$ cat config.mk
export PLATFORM = sky130hd
export DESIGN_NAME = lwc_config
export DESIGN_NICKNAME = d
export VERILOG_FILES = /design/src/hdl/lwc_config.v
export VERILOG_INCLUDE_DIRS = /design/src /design/src/hdl
export SDC_FILE = /design/constraint.sdc
export NUM_CORES = 1
export LEC_CHECK = 0
export ABC_AREA = 1
export BUFFER_PORTS_ARGS = -buffer_cell sky130_fd_sc_hd__buf_4
export CAP_MARGIN = 40
export CORE_MARGIN = 1.5
export CORE_UTILIZATION = 40
export DETAILED_ROUTE_END_ITERATION = 7
export SLEW_MARGIN = 20
export SYNTH_ARGS = -nofsm -noshare
export SYNTH_HDL_FRONTEND = slang
export SYNTH_SLANG_ARGS = --single-unit
$ cat constraint.sdc
create_clock -name clk_sys -period 3.5 [get_ports clk_sys]
set_input_delay 0 -clock clk_sys [delete_from_list [all_inputs] [get_ports clk_sys]]
set_output_delay 0 -clock clk_sys [all_outputs]
set_load 0.02 [all_outputs]
$ cat src/hdl/lwc_map.vh
// Register addresses, frame fields, widths and reset values for the low-power wake configuration.
`ifndef LWC_MAP_VH
`define LWC_MAP_VH

// ----------------------------------------
// Register addresses (7-bit)
// ----------------------------------------
`define LWC_ADDR_CMPONLY_PROG  7'h12
`define LWC_ADDR_CMPONLY_GND   7'h13
`define LWC_ADDR_LPTHR_PROG    7'h14
`define LWC_ADDR_LPTHR_GND     7'h15
`define LWC_ADDR_ENTER_LP      7'h1C
`define LWC_ADDR_WAKE_PROG     7'h10
`define LWC_ADDR_WAKE_GND      7'h11

// ----------------------------------------
// Frame layout
// ----------------------------------------
`define LWC_FRAME_BITS         32
`define LWC_ADDR_MSB           31
`define LWC_ADDR_LSB           25
`define LWC_RW_BIT             24
`define LWC_DATA_MSB           23
`define LWC_RSP_FAULT_BIT      23
`define LWC_RSP_INT_BIT        22
`define LWC_RSP_DATA_MSB       21

// ----------------------------------------
// Channel counts and reset values
// ----------------------------------------
`define LWC_NPROG              8
`define LWC_NGND_CMP           13
`define LWC_NGND_THR           14
`define LWC_RST_PROG           8'h00
`define LWC_RST_GND_CMP        13'h0000
`define LWC_RST_GND_THR        14'h0000
`define LWC_BITCNT_W           6

`endif

$ cat src/hdl/lwc_config.v
// SPI-reached low-power wake comparator configuration with per-channel wake evaluation.
`timescale 1ns/1ps
`include "lwc_map.vh"

module lwc_config (
   // Clock and reset.
   input  wire        clk_sys,
   input  wire        rst_n,
   // SPI pins from the host, asynchronous to clk_sys.
   input  wire        spiSclk,
   input  wire        spiCsN,
   input  wire        spiMosi,
   output reg         spiMiso,
   // Status carried in every response.
   input  wire        faultStatus,
   input  wire        intFlag,
   // Wake enables held elsewhere in the device.
   input  wire [7:0]  wakeEnProg,
   input  wire [13:0] wakeEnGnd,
   // Channel configuration and low-power state.
   input  wire [7:0]  batterySwitchConfig,
   input  wire        lowPowerClk,
   input  wire        wakeRequest,
   // Comparator results: pin level, delta threshold, normal threshold, fixed 4.0 V threshold.
   input  wire [21:0] cmpLevel,
   input  wire [21:0] cmpDelta,
   input  wire [21:0] cmpNormal,
   input  wire [7:0]  cmpBattery,
   // Analog and state outputs.
   output reg  [21:0] pollCurrentEn,
   output reg  [21:0] comparatorEn,
   output reg  [21:0] useNormalThr,
   output reg  [21:0] channelState,
   output reg         pollTimerRun,
   output reg         lowPowerState,
   output reg         wakeOut
);

   // ----------------------------------------
   // Registers
   // ----------------------------------------
   reg  [7:0]  cmpOnlyProg_q;
   reg  [12:0] cmpOnlyGnd_q;
   reg  [7:0]  lpThrProg_q;
   reg  [13:0] lpThrGnd_q;

   // Synchronisers: first stage read only by the second.
   reg  [2:0]  sclkSync_q;
   reg  [1:0]  csSync_q;
   reg  [1:0]  mosiSync_q;
   reg  [2:0]  lpClkSync_q;
   reg  [21:0] lvlMeta_q;
   reg  [21:0] lvlSync_q;
   reg  [21:0] lvlLp_q;

   reg  [31:0] shiftIn_q;
   reg  [23:0] shiftOut_q;
   reg  [5:0]  bitCnt_q;
   reg         armed_q;

   wire        csActive   = ~csSync_q[1];
   wire        sclkRise   = sclkSync_q[1] & ~sclkSync_q[2];
   wire        sclkFall   = ~sclkSync_q[1] & sclkSync_q[2];
   wire        lpTick     = lpClkSync_q[1] & ~lpClkSync_q[2];
   wire        frameDone  = csActive && sclkRise && (bitCnt_q == 6'd31);
   wire [31:0] frameWord  = {shiftIn_q[30:0], mosiSync_q[1]};
   wire [6:0]  frameAddr  = frameWord[`LWC_ADDR_MSB:`LWC_ADDR_LSB];
   wire        frameWr    = frameWord[`LWC_RW_BIT];
   wire [23:0] frameData  = frameWord[`LWC_DATA_MSB:0];

   // ----------------------------------------
   // Read-back selection
   // ----------------------------------------
   // Read data is built from the address captured after the first seven bits.
   reg  [21:0] readData;
   always @* begin
      case (shiftIn_q[6:0])
         `LWC_ADDR_CMPONLY_PROG: readData = {14'h0000, cmpOnlyProg_q};
         `LWC_ADDR_CMPONLY_GND:  readData = {9'h000, cmpOnlyGnd_q};
         `LWC_ADDR_LPTHR_PROG:   readData = {14'h0000, lpThrProg_q};
         `LWC_ADDR_LPTHR_GND:    readData = {8'h00, lpThrGnd_q};
         default:                readData = 22'h000000;
      endcase
   end

   // ----------------------------------------
   // Pin synchronisers
   // ----------------------------------------
   // The SPI pins, the low-power clock and cmpLevel pass two flops before any decision uses them.
   always @(posedge clk_sys or negedge rst_n) begin
      if (!rst_n) begin
         sclkSync_q  <= 3'h0;
         csSync_q    <= 2'h3;
         mosiSync_q  <= 2'h0;
         lpClkSync_q <= 3'h0;
         lvlMeta_q   <= 22'h000000;
         lvlSync_q   <= 22'h000000;
      end else begin
         sclkSync_q  <= {sclkSync_q[1:0], spiSclk};
         csSync_q    <= {csSync_q[0], spiCsN};
         mosiSync_q  <= {mosiSync_q[0], spiMosi};
         lpClkSync_q <= {lpClkSync_q[1:0], lowPowerClk};
         lvlMeta_q   <= cmpLevel;
         lvlSync_q   <= lvlMeta_q;
      end
   end

   // ----------------------------------------
   // SPI frame engine and register writes
   // ----------------------------------------
   // Bits shift in MSB first on the rising SCLK edge; response shifts out on the falling edge.
   // The response word is loaded once the address has arrived, so it reflects the addressed
   // register before this frame's write takes effect.
   always @(posedge clk_sys or negedge rst_n) begin
      if (!rst_n) begin
         shiftIn_q     <= 32'h00000000;
         shiftOut_q    <= 24'h000000;
         bitCnt_q      <= 6'h00;
         armed_q       <= 1'b0;
         spiMiso       <= 1'b0;
         cmpOnlyProg_q <= `LWC_RST_PROG;
         cmpOnlyGnd_q  <= `LWC_RST_GND_CMP;
         lpThrProg_q   <= `LWC_RST_PROG;
         lpThrGnd_q    <= `LWC_RST_GND_THR;
         lowPowerState <= 1'b0;
      end else begin
         if (!csActive) begin
            bitCnt_q <= 6'h00;
            armed_q  <= 1'b0;
         end else if (sclkRise) begin
            shiftIn_q <= frameWord;
            bitCnt_q  <= bitCnt_q + 6'd1;
            if (bitCnt_q == 6'd7) begin
               // Fault and interrupt flags lead the register data.
               shiftOut_q <= {faultStatus, intFlag, readData};
               armed_q    <= 1'b1;
            end
         end else if (sclkFall && armed_q) begin
            spiMiso    <= shiftOut_q[23];
            shiftOut_q <= {shiftOut_q[22:0], 1'b0};
         end
         // Writes land only on a full 32-bit frame; shorter frames are dropped.
         if (frameDone && frameWr) begin
            case (frameAddr)
               `LWC_ADDR_CMPONLY_PROG: cmpOnlyProg_q <= frameData[7:0];
               `LWC_ADDR_CMPONLY_GND:  cmpOnlyGnd_q  <= frameData[12:0];
               `LWC_ADDR_LPTHR_PROG:   lpThrProg_q   <= frameData[7:0];
               `LWC_ADDR_LPTHR_GND:    lpThrGnd_q    <= frameData[13:0];
               `LWC_ADDR_ENTER_LP: begin
                  if (frameData == 24'h000000) begin
                     lowPowerState <= 1'b1;
                  end
               end
               default: ;
            endcase
         end else if (lowPowerState && wakeRequest) begin
            lowPowerState <= 1'b0;
         end
      end
   end

   // ----------------------------------------
   // Per-channel evaluation
   // ----------------------------------------
   // Channels 0..7 are programmable, 8..21 are ground switches (ground 13 has no
   // comparator-only bit). Per-channel selects are built here and registered below in
   // one process, so every output vector has a single driver.
   wire [21:0] chanCmpOnly;
   wire [21:0] chanThrSel;
   wire [21:0] chanIsBat;
   wire [21:0] chanLpState;
   genvar ch;
   generate
      for (ch = 0; ch < 22; ch = ch + 1) begin : gChan
         if (ch < 8) begin : gProg
            assign chanCmpOnly[ch] = cmpOnlyProg_q[ch];
            assign chanThrSel[ch]  = lpThrProg_q[ch];
            assign chanIsBat[ch]   = batterySwitchConfig[ch];
            assign chanLpState[ch] = chanCmpOnly[ch] ? lvlLp_q[ch] :
                                     chanIsBat[ch] ? cmpBattery[ch] :
                                     chanThrSel[ch] ? cmpNormal[ch] : cmpDelta[ch];
         end else if (ch < 21) begin : gGnd
            assign chanCmpOnly[ch] = cmpOnlyGnd_q[ch - 8];
            assign chanThrSel[ch]  = lpThrGnd_q[ch - 8];
            assign chanIsBat[ch]   = 1'b0;
            assign chanLpState[ch] = chanCmpOnly[ch] ? lvlLp_q[ch] :
                                     chanThrSel[ch] ? cmpNormal[ch] : cmpDelta[ch];
         end else begin : gGndLast
            assign chanCmpOnly[ch] = 1'b0;
            assign chanThrSel[ch]  = lpThrGnd_q[ch - 8];
            assign chanIsBat[ch]   = 1'b0;
            assign chanLpState[ch] = chanThrSel[ch] ? cmpNormal[ch] : cmpDelta[ch];
         end
      end
   endgenerate

   // Outside the low-power state the settings have no effect on any channel.
   always @(posedge clk_sys or negedge rst_n) begin
      if (!rst_n) begin
         comparatorEn  <= 22'h000000;
         pollCurrentEn <= 22'h000000;
         useNormalThr  <= 22'h3FFFFF;
         channelState  <= 22'h000000;
      end else if (!lowPowerState) begin
         comparatorEn  <= 22'h3FFFFF;
         pollCurrentEn <= 22'h3FFFFF;
         useNormalThr  <= 22'h3FFFFF;
         channelState  <= cmpNormal;
      end else begin
         comparatorEn  <= 22'h3FFFFF;
         pollCurrentEn <= ~chanCmpOnly;
         useNormalThr  <= chanIsBat | chanThrSel;
         channelState  <= chanLpState;
      end
   end

   // ----------------------------------------
   // Low-power sampling, wake and polling timer
   // ----------------------------------------
   // Comparator-only inputs are resampled once per rising low-power clock edge, so a pulse
   // shorter than that clock period may be missed; that is the intended bandwidth.
   wire [21:0] cmpOnlyMask = {1'b0, cmpOnlyGnd_q, cmpOnlyProg_q};
   always @(posedge clk_sys or negedge rst_n) begin
      if (!rst_n) begin
         lvlLp_q      <= 22'h000000;
         wakeOut      <= 1'b0;
         pollTimerRun <= 1'b0;
      end else begin
         if (lpTick || !lowPowerState) begin
            lvlLp_q <= lvlSync_q;
         end
         wakeOut <= lowPowerState && lpTick &&
                    (|((lvlSync_q ^ lvlLp_q) & cmpOnlyMask));
         pollTimerRun <= lowPowerState &&
                         ((|wakeEnProg) || (|wakeEnGnd));
      end
   end

endmodule

# Word-level counts from Yosys, hierarchy flattened
# Index checks and enable logic that the tools add are counted.
totals:
  rom_bits: 0
  inputBits: 113
  regBits: 252
  ramBits: 0
  output_inout_bits: 92
  latch_bits: 0
  n_memories: 0
  wordCells: 145
op_classes:
  n_mul: 0
  n_addsub: 1
  div: 0
  order_cmp: 0
  eq_ne: 14
  muxes: 67
  reduce_logical: 28
  n_shift: 0
  bitwise: 12
op_table:
  columns: ["cell", "n"]
  rows:
  - ["2-to-1 mux 24 bit", 3]
  - ["2-to-1 mux 22 bit", 3]
  - ["equality test 7 x 5 -> 1 bit (second input constant)", 9]
  - ["2-to-1 mux 1 bit", 58]
  - ["one-hot mux 14 bit (4 select lines)", 1]
  - ["logical NOT 24 bit", 1]
  - ["AND 22 x 21 -> 22 bit", 1]
  - ["inverter 21 -> 22 bit", 1]
  - ["bitwise OR 8 x 22 -> 22 bit", 1]
  - ["OR reduction 22 bit", 1]
  - ["bitwise XOR 22 bit", 1]
  - ["OR reduction 14 bit", 1]
  - ["2-to-1 mux 6 bit", 2]
  - ["AND reduction 2 bit", 6]
  - ["AND reduction 3 bit", 3]
  - ["logical AND 1 bit", 8]
  - ["nonzero test 2 bit", 4]
  - ["OR reduction 8 bit", 1]
  - ["adder 6 x 1 -> 6 bit (second input constant)", 1]
  - ["equality test 6 x 3 -> 1 bit (second input constant)", 1]
  - ["equality test 6 x 5 -> 1 bit (second input constant)", 1]
  - ["inequality test 2 x 1 -> 1 bit (second input constant)", 3]
  - ["inverter 1 bit", 5]
  - ["AND 1 bit", 3]
  - ["other kinds (2)", 3]

# Depth between registers and ports, before layout
# Gate-level depths: netlist (run 1).
depth:
  word_depth: 7
  ltp_mapped: 11
  mapped_depth_nobuf: 10

# Worst setup path after synthesis (run 1)
# Ideal clock, no wire load.
synth_timing:
  path_type: "register to register"
  startpoint: "reg bitCnt_q[0]"
  endpoint: "reg lpThrProg_q[7]"
  n_path_buf: 2
  path_slack_ns: 1.859
  path_stages_with_launch: 12
  t_arrival_ns: 1.521
  setup_time_ns: 0.120
  cell_sequence: "dfrtp_1 > ha_1 > nand2_1 > inv_1 > nand2_1 > nor2_2 > nand4_2 > or2_1 > buf_6 > buf_6 > nand2_1 > o21ai_2"
synth_via:
  elab_chain_cells: 4
synth_lines:
  columns: ["element", "line_no", "text"]
  rows:
  - ["from (decl)", "lwc_config.v:58", "reg [5:0] bitCnt_q;"]
  - ["from (signal assigned)", "lwc_config.v:132", "bitCnt_q <= bitCnt_q + 6'd1;"]
  - ["equality test 6 x 5 -> 1 bit", "lwc_config.v:65", "wire frameDone = csActive && sclkRise && (bitCnt_q == 6'd31);"]
  - ["logical AND 1 bit", "lwc_config.v:65", null]
  - ["logical AND 1 bit", "lwc_config.v:143", "if (frameDone && frameWr) begin"]
  - ["AND reduction 2 bit (no source line)", null, null]
  - ["to (signal assigned)", "lwc_config.v:123", "lpThrProg_q <= `LWC_RST_PROG;"]
  - ["to (signal assigned)", "lwc_config.v:147", "`LWC_ADDR_LPTHR_PROG: lpThrProg_q <= frameData[7:0];"]
  - ["to (decl)", "lwc_config.v:44", "reg [7:0] lpThrProg_q;"]
# Every way passes these cells.
# A chain may end at the register's enable or synchronous reset.

# Worst setup path after layout (run 1)
layout_timing:
  startpoint: "in wakeEnProg[6]"
  endpoint: "reg pollTimerRun"
layout_via:
  elab_chain_cells: 3
layout_lines:
  columns: ["element", "line_no", "text"]
  rows:
  - ["from (decl)", "lwc_config.v:18", "input wire [7:0] wakeEnProg,"]
  - ["OR reduction 8 bit", "lwc_config.v:235", "((|wakeEnProg) || (|wakeEnGnd));"]
  - ["logical OR 1 bit", "lwc_config.v:235", null]
  - ["logical AND 1 bit", "lwc_config.v:234", "pollTimerRun <= lowPowerState &&"]
  - ["to (signal assigned)", "lwc_config.v:234", null]
  - ["to (decl)", "lwc_config.v:34", "output reg pollTimerRun,"]
# Every way passes these cells.

==> impl_metrics.csv, run 1 <==
group,metric,value,unit
grt,grt_use_met3,3.63,%
clock_tree,cts-resized-gates,0,
grt,grt_pass1_vias,7902,
routing,wl,25000,microns
placement,gp_congestion,0.794,
layout,syn2layout_area_growth,33.5,%
synth,synthCells,1033,
synth,synth_area_leaders,"dfrtp_1, nand2_1, dfstp_2, o21ai_0, inv_1",
clock_tree,path_clk_slew,0.06,ns
clock_tree,h-tree-depth,1,
synth,ys_warn_count,0,
sta,fmax,400,MHz
placement,post_dp_cell_area,0.0118,sq mm
layout,utilization,54.9,%
grt,grt_first_pass_wirelength,40800,microns
sta,grt_setup_unrepaired,"no",
power,power.density,463,mW/mm^2
synth,synthXorXnorAreaFrac,0,%
setup_path,cp_max_fo,1,
synth,yosysTopAreaCell,"dfrtp_1",
sta,setup_viol,0,
sta,min_period,2.50,ns
sta,fin_tns_setup,0,ns
routing,drc,0,
sta,fin_crit_sh,71.5,%
floorplanning,die_x,162,microns
floorplanning,die_height,162,microns
synth,synth_compound_area_share,10.8,%
grt,grt_max_degree,117,
sta,slew_viol_final,0,
clock_tree,tritoncts,"built",
setup_path,path_cells,"dlygate4sd3_1 > buf_4 > nor4_1 > dlygate4sd3_1 > nand2_1 > dlygate4sd3_1 > nand3b_1 > dlygate4sd3_1 > nand2_1 > inv_1",
clock_tree,clock-sinks,248,
setup_path,crit_path_end_kind,"register",
placement,dp_hpwl,16900,microns
floorplanning,floorplan.rows,57,
synth,syn_area_per_cell,9.77,sq um
power,power.leakage,6.06,nW
synth,ys_ff_latch,248,
floorplanning,core,0.0245,sq mm
synth,netlist.area_leader.share,55.6,%
clock_tree,clk_latency,0.53,ns
synth,syn-num-nets,1147,
synth,synth-simple-area-share,18.0,%
clock_tree,cts_buffer_depth,3,
floorplanning,pin_count,205,
layout,final_layout_size_suffix_gt1_share,24.7,%
setup_path,critPathLaunchType,"primary input",
setup_path,slowest_stage,"dlygate4sd3_1",
grt,track_usage,19.3,%
synth,synth_area,0.0101,sq mm
floorplanning,start_util,41.1,%
grt,grtUsageMet2,30.2,%
sta,skew,0.0161,ns
layout,nets,1415,
routing,drtPass1Iterations,5,
layout,fin_area,0.0135,sq mm
grt,busiest_layer,"met2",
routing,wl_per_cell,15.2,microns
layout,filler_cell_count,2178,
routing,drt_iter0_markers,437,
synth,synth_mux_area_share,2.10,%
grt,antenna_found_initial,0,
setup_path,cp.required,3.92,ns
sta,max_slew_margin,49.9,%
routing,ant_nets,0,
layout,antenna_cells,0,
clock_tree,root_buffer,"clkbuf_16",
layout,multiInputGateArea,0.00313,sq mm
synth,yosysSeqAreaShare,61.8,%
routing,via_per_inst,4.90,
sta,hold_violations,0,
power,peakVddDrop,366,uV
status,outcome,"finished clean",
setup_path,path_class,"primary input to register",
grt,overflow,0,
synth,yosys.area_share.adder,0.124,%
sta,tightest_slew,0.752,ns
setup_path,slowest_delay,0.59,ns
floorplanning,die_area,0.0262,sq mm
layout,register_area,0.00624,sq mm
grt,use_met1,27.9,%
flow_run,maxCapViolCount,0,
routing,route.vias.total,8059,
hold_path,min_path_type,"primary input to async pin",
setup_path,cp_common_cell,"dlygate4sd3_1",
placement,port_buffers,203,
setup_path,arrival,2.93,ns
synth,synth_cell_types,44,
clock_tree,numCtsBuffers,27,
synth,synth_top_family_by_area,"simple AND/OR/NAND/NOR gates",
-- repair_timing --
action	CTS	global route
endpoints found under the hold margin	144	0
hold buffers	85	0
setup buffers	0	0
-- Yosys cell counts, drive strengths merged --
cell      n
a22o      1
nand3    75
nor2     51
or2       8
and2      1
mux2i     2
ha        1
dfstp    24
o22ai    13
a31oi     3
nand4    16
nand3b    1
a32oi     6
mux2     17
o32ai     6
o211ai   12
conb      1
and3      1
nor3      5
nor4      7
o21ai   111
clkbuf   17
buf      40
dfrtp   224
inv     103
o31ai     2
nand2   249
a21oi    36
-- registers in the layout (all words and copies together), names as in the netlist --
| register | flops |
|---|---|
| shiftIn_q | 31 |
| shiftOut_q | 24 |
| channelState | 22 |
| useNormalThr | 22 |
| lvlLp_q | 21 |
| lvlMeta_q | 21 |
| lvlSync_q | 21 |
| pollCurrentEn | 21 |
| lpThrGnd_q | 14 |
| cmpOnlyGnd_q | 13 |
| cmpOnlyProg_q | 8 |
| lpThrProg_q | 8 |
| bitCnt_q | 6 |
| lpClkSync_q | 3 |
| sclkSync_q | 3 |
| csSync_q | 2 |
| mosiSync_q | 2 |
| armed_q | 1 |
| comparatorEn | 1 |
| lowPowerState | 1 |
| pollTimerRun | 1 |
| spiMiso | 1 |
| wakeOut | 1 |
-- cells in the final DEF (no fill, tap or decap), types with 2 or more instances in the layout --
master         instances
nand3_2                2
nor3_1                 4
or2_2                  7
clkinv_2               5
nor2_2                 6
a31oi_1                3
o21ai_0               89
a21oi_1               36
dfrtp_1              223
inv_1                101
mux2i_1                2
clkbuf_8               6
o22ai_1               13
buf_4                208
o21ai_1               14
o211ai_1              12
a32oi_1                6
nor2_4                 4
dlygate4sd3_1         85
dfstp_2               24
nand4_1               15
nor4_1                 7
o31ai_1                2
nor2_1                41
mux2_2                17
clkbuf_16             27
nand3_1               73
o21ai_2                8
o32ai_1                6
clkbuf_1               9
nand2_1              247
-- final timing paths --
kind,start,endpoint,slack [ns],cells past startpoint
worst max-delay path,wakeEnProg[6],pollTimerRun$_DFF_PN0_,1.0,10
worst min-delay path,rst_n,pollCurrentEn[16]$_DFF_PN0_,0.04,2
worst max register to register,sclkSync_q[2]$_DFF_PN0_,cmpOnlyGnd_q[7]$_DFFE_PN0P_,1.08,8
worst min register to register,lvlMeta_q[11]$_DFF_PN0_,lvlSync_q[11]$_DFF_PN0_,0.34,0
max in group asynchronous,rst_n,lvlLp_q[5]$_DFFE_PN0P_,2.32,3
min in group clk_sys,cmpLevel[17],lvlMeta_q[17]$_DFF_PN0_,0.12,2
-- critical path, delay by kind of cell --
family / cells / cell delay, ns
and+or+nand+nor: 4 / 0.52
buffers and inverters: 6 / 2.40
-- final cells by class --
cell class              count  share of cell area (%)
repair buffers            296                    18.4
flip-flops and latches    248                    46.3
well taps                 324                    3.01
inverters                 103                    2.89
clock inverters             7                   0.316
multi-input cells         625                    23.2
clock buffers              42                    5.88
-- per-layer routing --
metal	routed length [microns]	part of all wire (%)
met5	0	0
met4	374	1.5
met3	1480	5.9
met2	11400	45
met1	11800	47
-- through the flow --
stage	hold WS, ns	setup WS, ns	cells	power, W
after floorplan	-0.296	1.86	1033	0.00328
after CTS	0.0851	1.05	1645	0.00629
final	0.0391	0.998	1645	0.00624
after detailed placement	0.0460	1.07	1511	0.00354
after global placement	0.0481	1.11	1510	0.00354
after global routing	0.102	0.800	1645	0.00649
-- power breakdown --
part	total, W	switching (W)	internal [W]
sequential	0.00302	0.0000655	0.00295
clock	0.00267	0.00112	0.00155
combinational	0.000550	0.000309	0.000241
-- kinds of logic after synthesis --
| family | Yosys count |
|---|---|
| buffers and inverters | 160 |
| other | 1 |
| AND/OR/NAND/NOR | 414 |
| AO/OA/AOI/OAI | 190 |
| multiplexers | 19 |
| adder cells (fa/ha/maj) | 1 |
| flip-flops | 248 |
Note: power is estimated with default switching activity, not from simulation.
==> run 2: changes to the inputs <==
--- a/config.mk
+++ b/config.mk
@@ -6,7 +6,7 @@
 export SDC_FILE = /design/constraint.sdc
 export NUM_CORES = 1
 export LEC_CHECK = 0
-export ABC_AREA = 1
+export ABC_AREA = 0
 export BUFFER_PORTS_ARGS = -buffer_cell sky130_fd_sc_hd__buf_4
 export CAP_MARGIN = 40
 export CORE_MARGIN = 1.5
==> constraint.sdc (replaced) <==
create_clock -name clk_sys -period 2.11 [get_ports clk_sys]
set_input_delay 0 -clock clk_sys [delete_from_list [all_inputs] [get_ports clk_sys]]
set_output_delay 0 -clock clk_sys [all_outputs]
set_load 0.02 [all_outputs]
==> impl_metrics.csv, run 2 <==
group,metric,value,unit
layout,largestRegisters,"shiftIn_q (31), shiftOut_q (24)",
sta,fmax,495,MHz
synth,synth_area,0.00998,sq mm
synth,async_flop_share,100,%
layout,largest_register,"shiftIn_q",
sta,fin_crit_sh,95.7,%
grt,grt_pass1_vias,7156,
flow_run,maxCapViolCount,0,
setup_path,cp.required,2.51,ns
clock_tree,cts_setup_buffers,0,
sta,setup_viol,0,
synth,synth_edf_count,0,
placement,dp_hpwl,15900,microns
layout,layout_commonest_cell,"buf_4",
sta,grt_setup_unrepaired,"no",
grt,grt_first_pass_wirelength,38300,microns
sta,fin_tns_setup,0,ns
floorplanning,start_util,40.9,%
routing,route.vias.total,6861,
synth,synthCells,754,
clock_tree,clk_latency,0.53,ns
placement,post-place-ws,0.0863,ns
routing,drc,0,
layout,stdcell_count,1392,
synth,syn-num-nets,868,
layout,nets,1162,
sta,tightest_slew,0.589,ns
sta,max_slew_margin,60.8,%
floorplanning,pin_count,205,
sta,slew_viol_final,0,
placement,gp_congestion,0.787,
synth,yosysTopAreaCell,"dfrtp_1",
floorplanning,core,0.0244,sq mm
layout,final_layout_size_suffix_gt1_share,40.1,%
sta,hold_violations,0,
clock_tree,numCtsBuffers,27,
synth,netlist.area_leader.share,56.1,%
power,p_total,0.0109,W
setup_path,slowest_stage,"or4_4",
setup_path,reg2reg_slack,0.09,ns
setup_path,cp_num_buf_inv,0,
placement,post_dp_cell_area,0.0120,sq mm
grt,track_usage,18.5,%
grt,antenna_found_initial,0,
layout,final_cell_mix,"buf_4, dfrtp_1, mux2_2, dlygate4sd3_1, nand2_1",
setup_path,arrival,2.42,ns
routing,via_per_inst,4.93,
routing,drtPass1Iterations,4,
grt,overflow,0,
status,outcome,"finished clean",
synth,yosys_most_used_dff,"dfrtp_1",
placement,dp.cells,1260,
layout,syn2layout_area_growth,37.2,%
layout,largest_reg_flops,31,
placement,port_buffers,203,
layout,filler_cell_count,2089,
setup_path,crit_path_end_kind,"register",
synth,synth_cell_types,61,
floorplanning,die_area,0.0259,sq mm
clock_tree,path_clk_slew,0.06,ns
floorplanning,floorplan.rows,57,
grt,grt_max_degree,65,
sta,min_period,2.02,ns
setup_path,cp_max_fo,13,
setup_path,path_cells,"ha_2 > and4b_2 > nand4b_4 > or4_4 > mux2_2",
power,power.density,796,mW/mm^2
power,power.leakage,6.21,nW
routing,ant_nets,0,
routing,drt_iter0_markers,275,
sta,fin_ws,0.0901,ns
synth,yosysMostFrequentCell,"dfrtp_1",
synth,ys_warn_count,0,
clock_tree,root_buffer,"clkbuf_16",
layout,antenna_cells,0,
clock_tree,cts_buffer_depth,3,
clock_tree,tritoncts,"built",
hold_path,min_path_type,"primary input to async pin",
setup_path,path_class,"register to register",
floorplanning,die_height,161,microns
setup_path,cpLargestDelayFamily,"simple AND/OR/NAND/NOR gates",
synth,syn_area_per_cell,13.2,sq um
clock_tree,h-tree-depth,1,
setup_path,slowest_delay,0.58,ns
clock_tree,clock-sinks,248,
setup_path,critPathLaunchType,"register",
power,peakVddDrop,555,uV
sta,skew,0.0176,ns
synth,synth_area_leaders,"dfrtp_1, mux2_2, dfstp_2, mux2i_1, xor2_1",
floorplanning,die_x,161,microns
synth,yosys-top-cells-count,"dfrtp_1, mux2_2, nand2_1",
layout,fin_area,0.0137,sq mm
routing,wl,23600,microns
synth,ys_ff_latch,248,
synth,yosysSeqAreaShare,62.5,%
routing,wl_per_cell,17.0,microns
-- run 2: worst register-to-register path, delay by kind of cell, from the launching register on --
kind / cells / cell delay (ns)
flip-flops: 1 / 0.38
adder cells (fa/ha/maj): 1 / 0.19
AND/OR/NAND/NOR: 3 / 1.01
multiplexers: 1 / 0.32
-- run 2: area by class of cell --
type / instances / area, sq um / share of cell area (%)
Sequential cell: 248 / 6240 / 45.5
Multi-Input combinational cell: 436 / 3390 / 24.7
Timing Repair Buffer: 320 / 2720 / 19.8
Clock buffer: 43 / 836 / 6.10
Tap cell: 324 / 405 / 2.96
Clock inverter: 6 / 58.8 / 0.429
Inverter: 15 / 56.3 / 0.411
-- run 2: what timing repair did --
| item | in CTS | in global routing |
|---|---|---|
| hold endpoints to repair | 291 | 0 |
| hold buffers | 83 | 0 |
| resized for setup | 0 | 0 |
-- run 2: kinds of logic after synthesis --
kind of cell,share of synthesized area [%]
AOI/OAI and AO/OA,8.23
xor gates and xnor gates,2.28
adders and majority gates,0.125
buffers and inverters,3.80
DFF,62.5
muxes,14.3
other,0.0376
and+or+nand+nor,8.77
-- run 2: final timing paths --
kind / from / endpoint / depth (start not counted)
setup / recovery: bitCnt_q[0]$_DFFE_PN0N_ / cmpOnlyGnd_q[10]$_DFFE_PN0P_ / 5
hold / removal: rst_n / lowPowerState$_DFFE_PN0P_ / 2
setup reg to reg: bitCnt_q[0]$_DFFE_PN0N_ / cmpOnlyGnd_q[10]$_DFFE_PN0P_ / 5
hold reg to reg: lvlMeta_q[8]$_DFF_PN0_ / lvlSync_q[8]$_DFF_PN0_ / 0
max in group asynchronous: rst_n / useNormalThr[4]$_DFF_PN1_ / 3
min in group clk_sys: cmpLevel[1] / lvlMeta_q[1]$_DFF_PN0_ / 2
-- run 2: power breakdown --
part           switching (W)  total (W)  internal [W]  leakage, nW
logic               0.000566    0.00115      0.000583         2.74
clock network        0.00183    0.00465       0.00282        0.446
registers           0.000181    0.00511       0.00493         3.03
total                0.00258     0.0109       0.00833         6.21
-- run 2: stage by stage --
stage               hold slack [ns]  utilization [%]
finish                       0.0121             56.2
CTS                          0.0111             56.2
global placement            -0.0116             49.1
floorplan                    -0.296                -
global route                 0.0510             56.2
detailed placement          -0.0168             49.1
-- run 2: metal layers --
layer | vias up | GRT usage (%) | routed length, microns
li1 | 3255 | - | -
met1 | 3374 | 25.3 | 10400
met2 | 201 | 30.6 | 11300
met3 | 31 | 3.26 | 1520
met4 | 0 | 4.63 | 398
met5 | - | 0 | 0
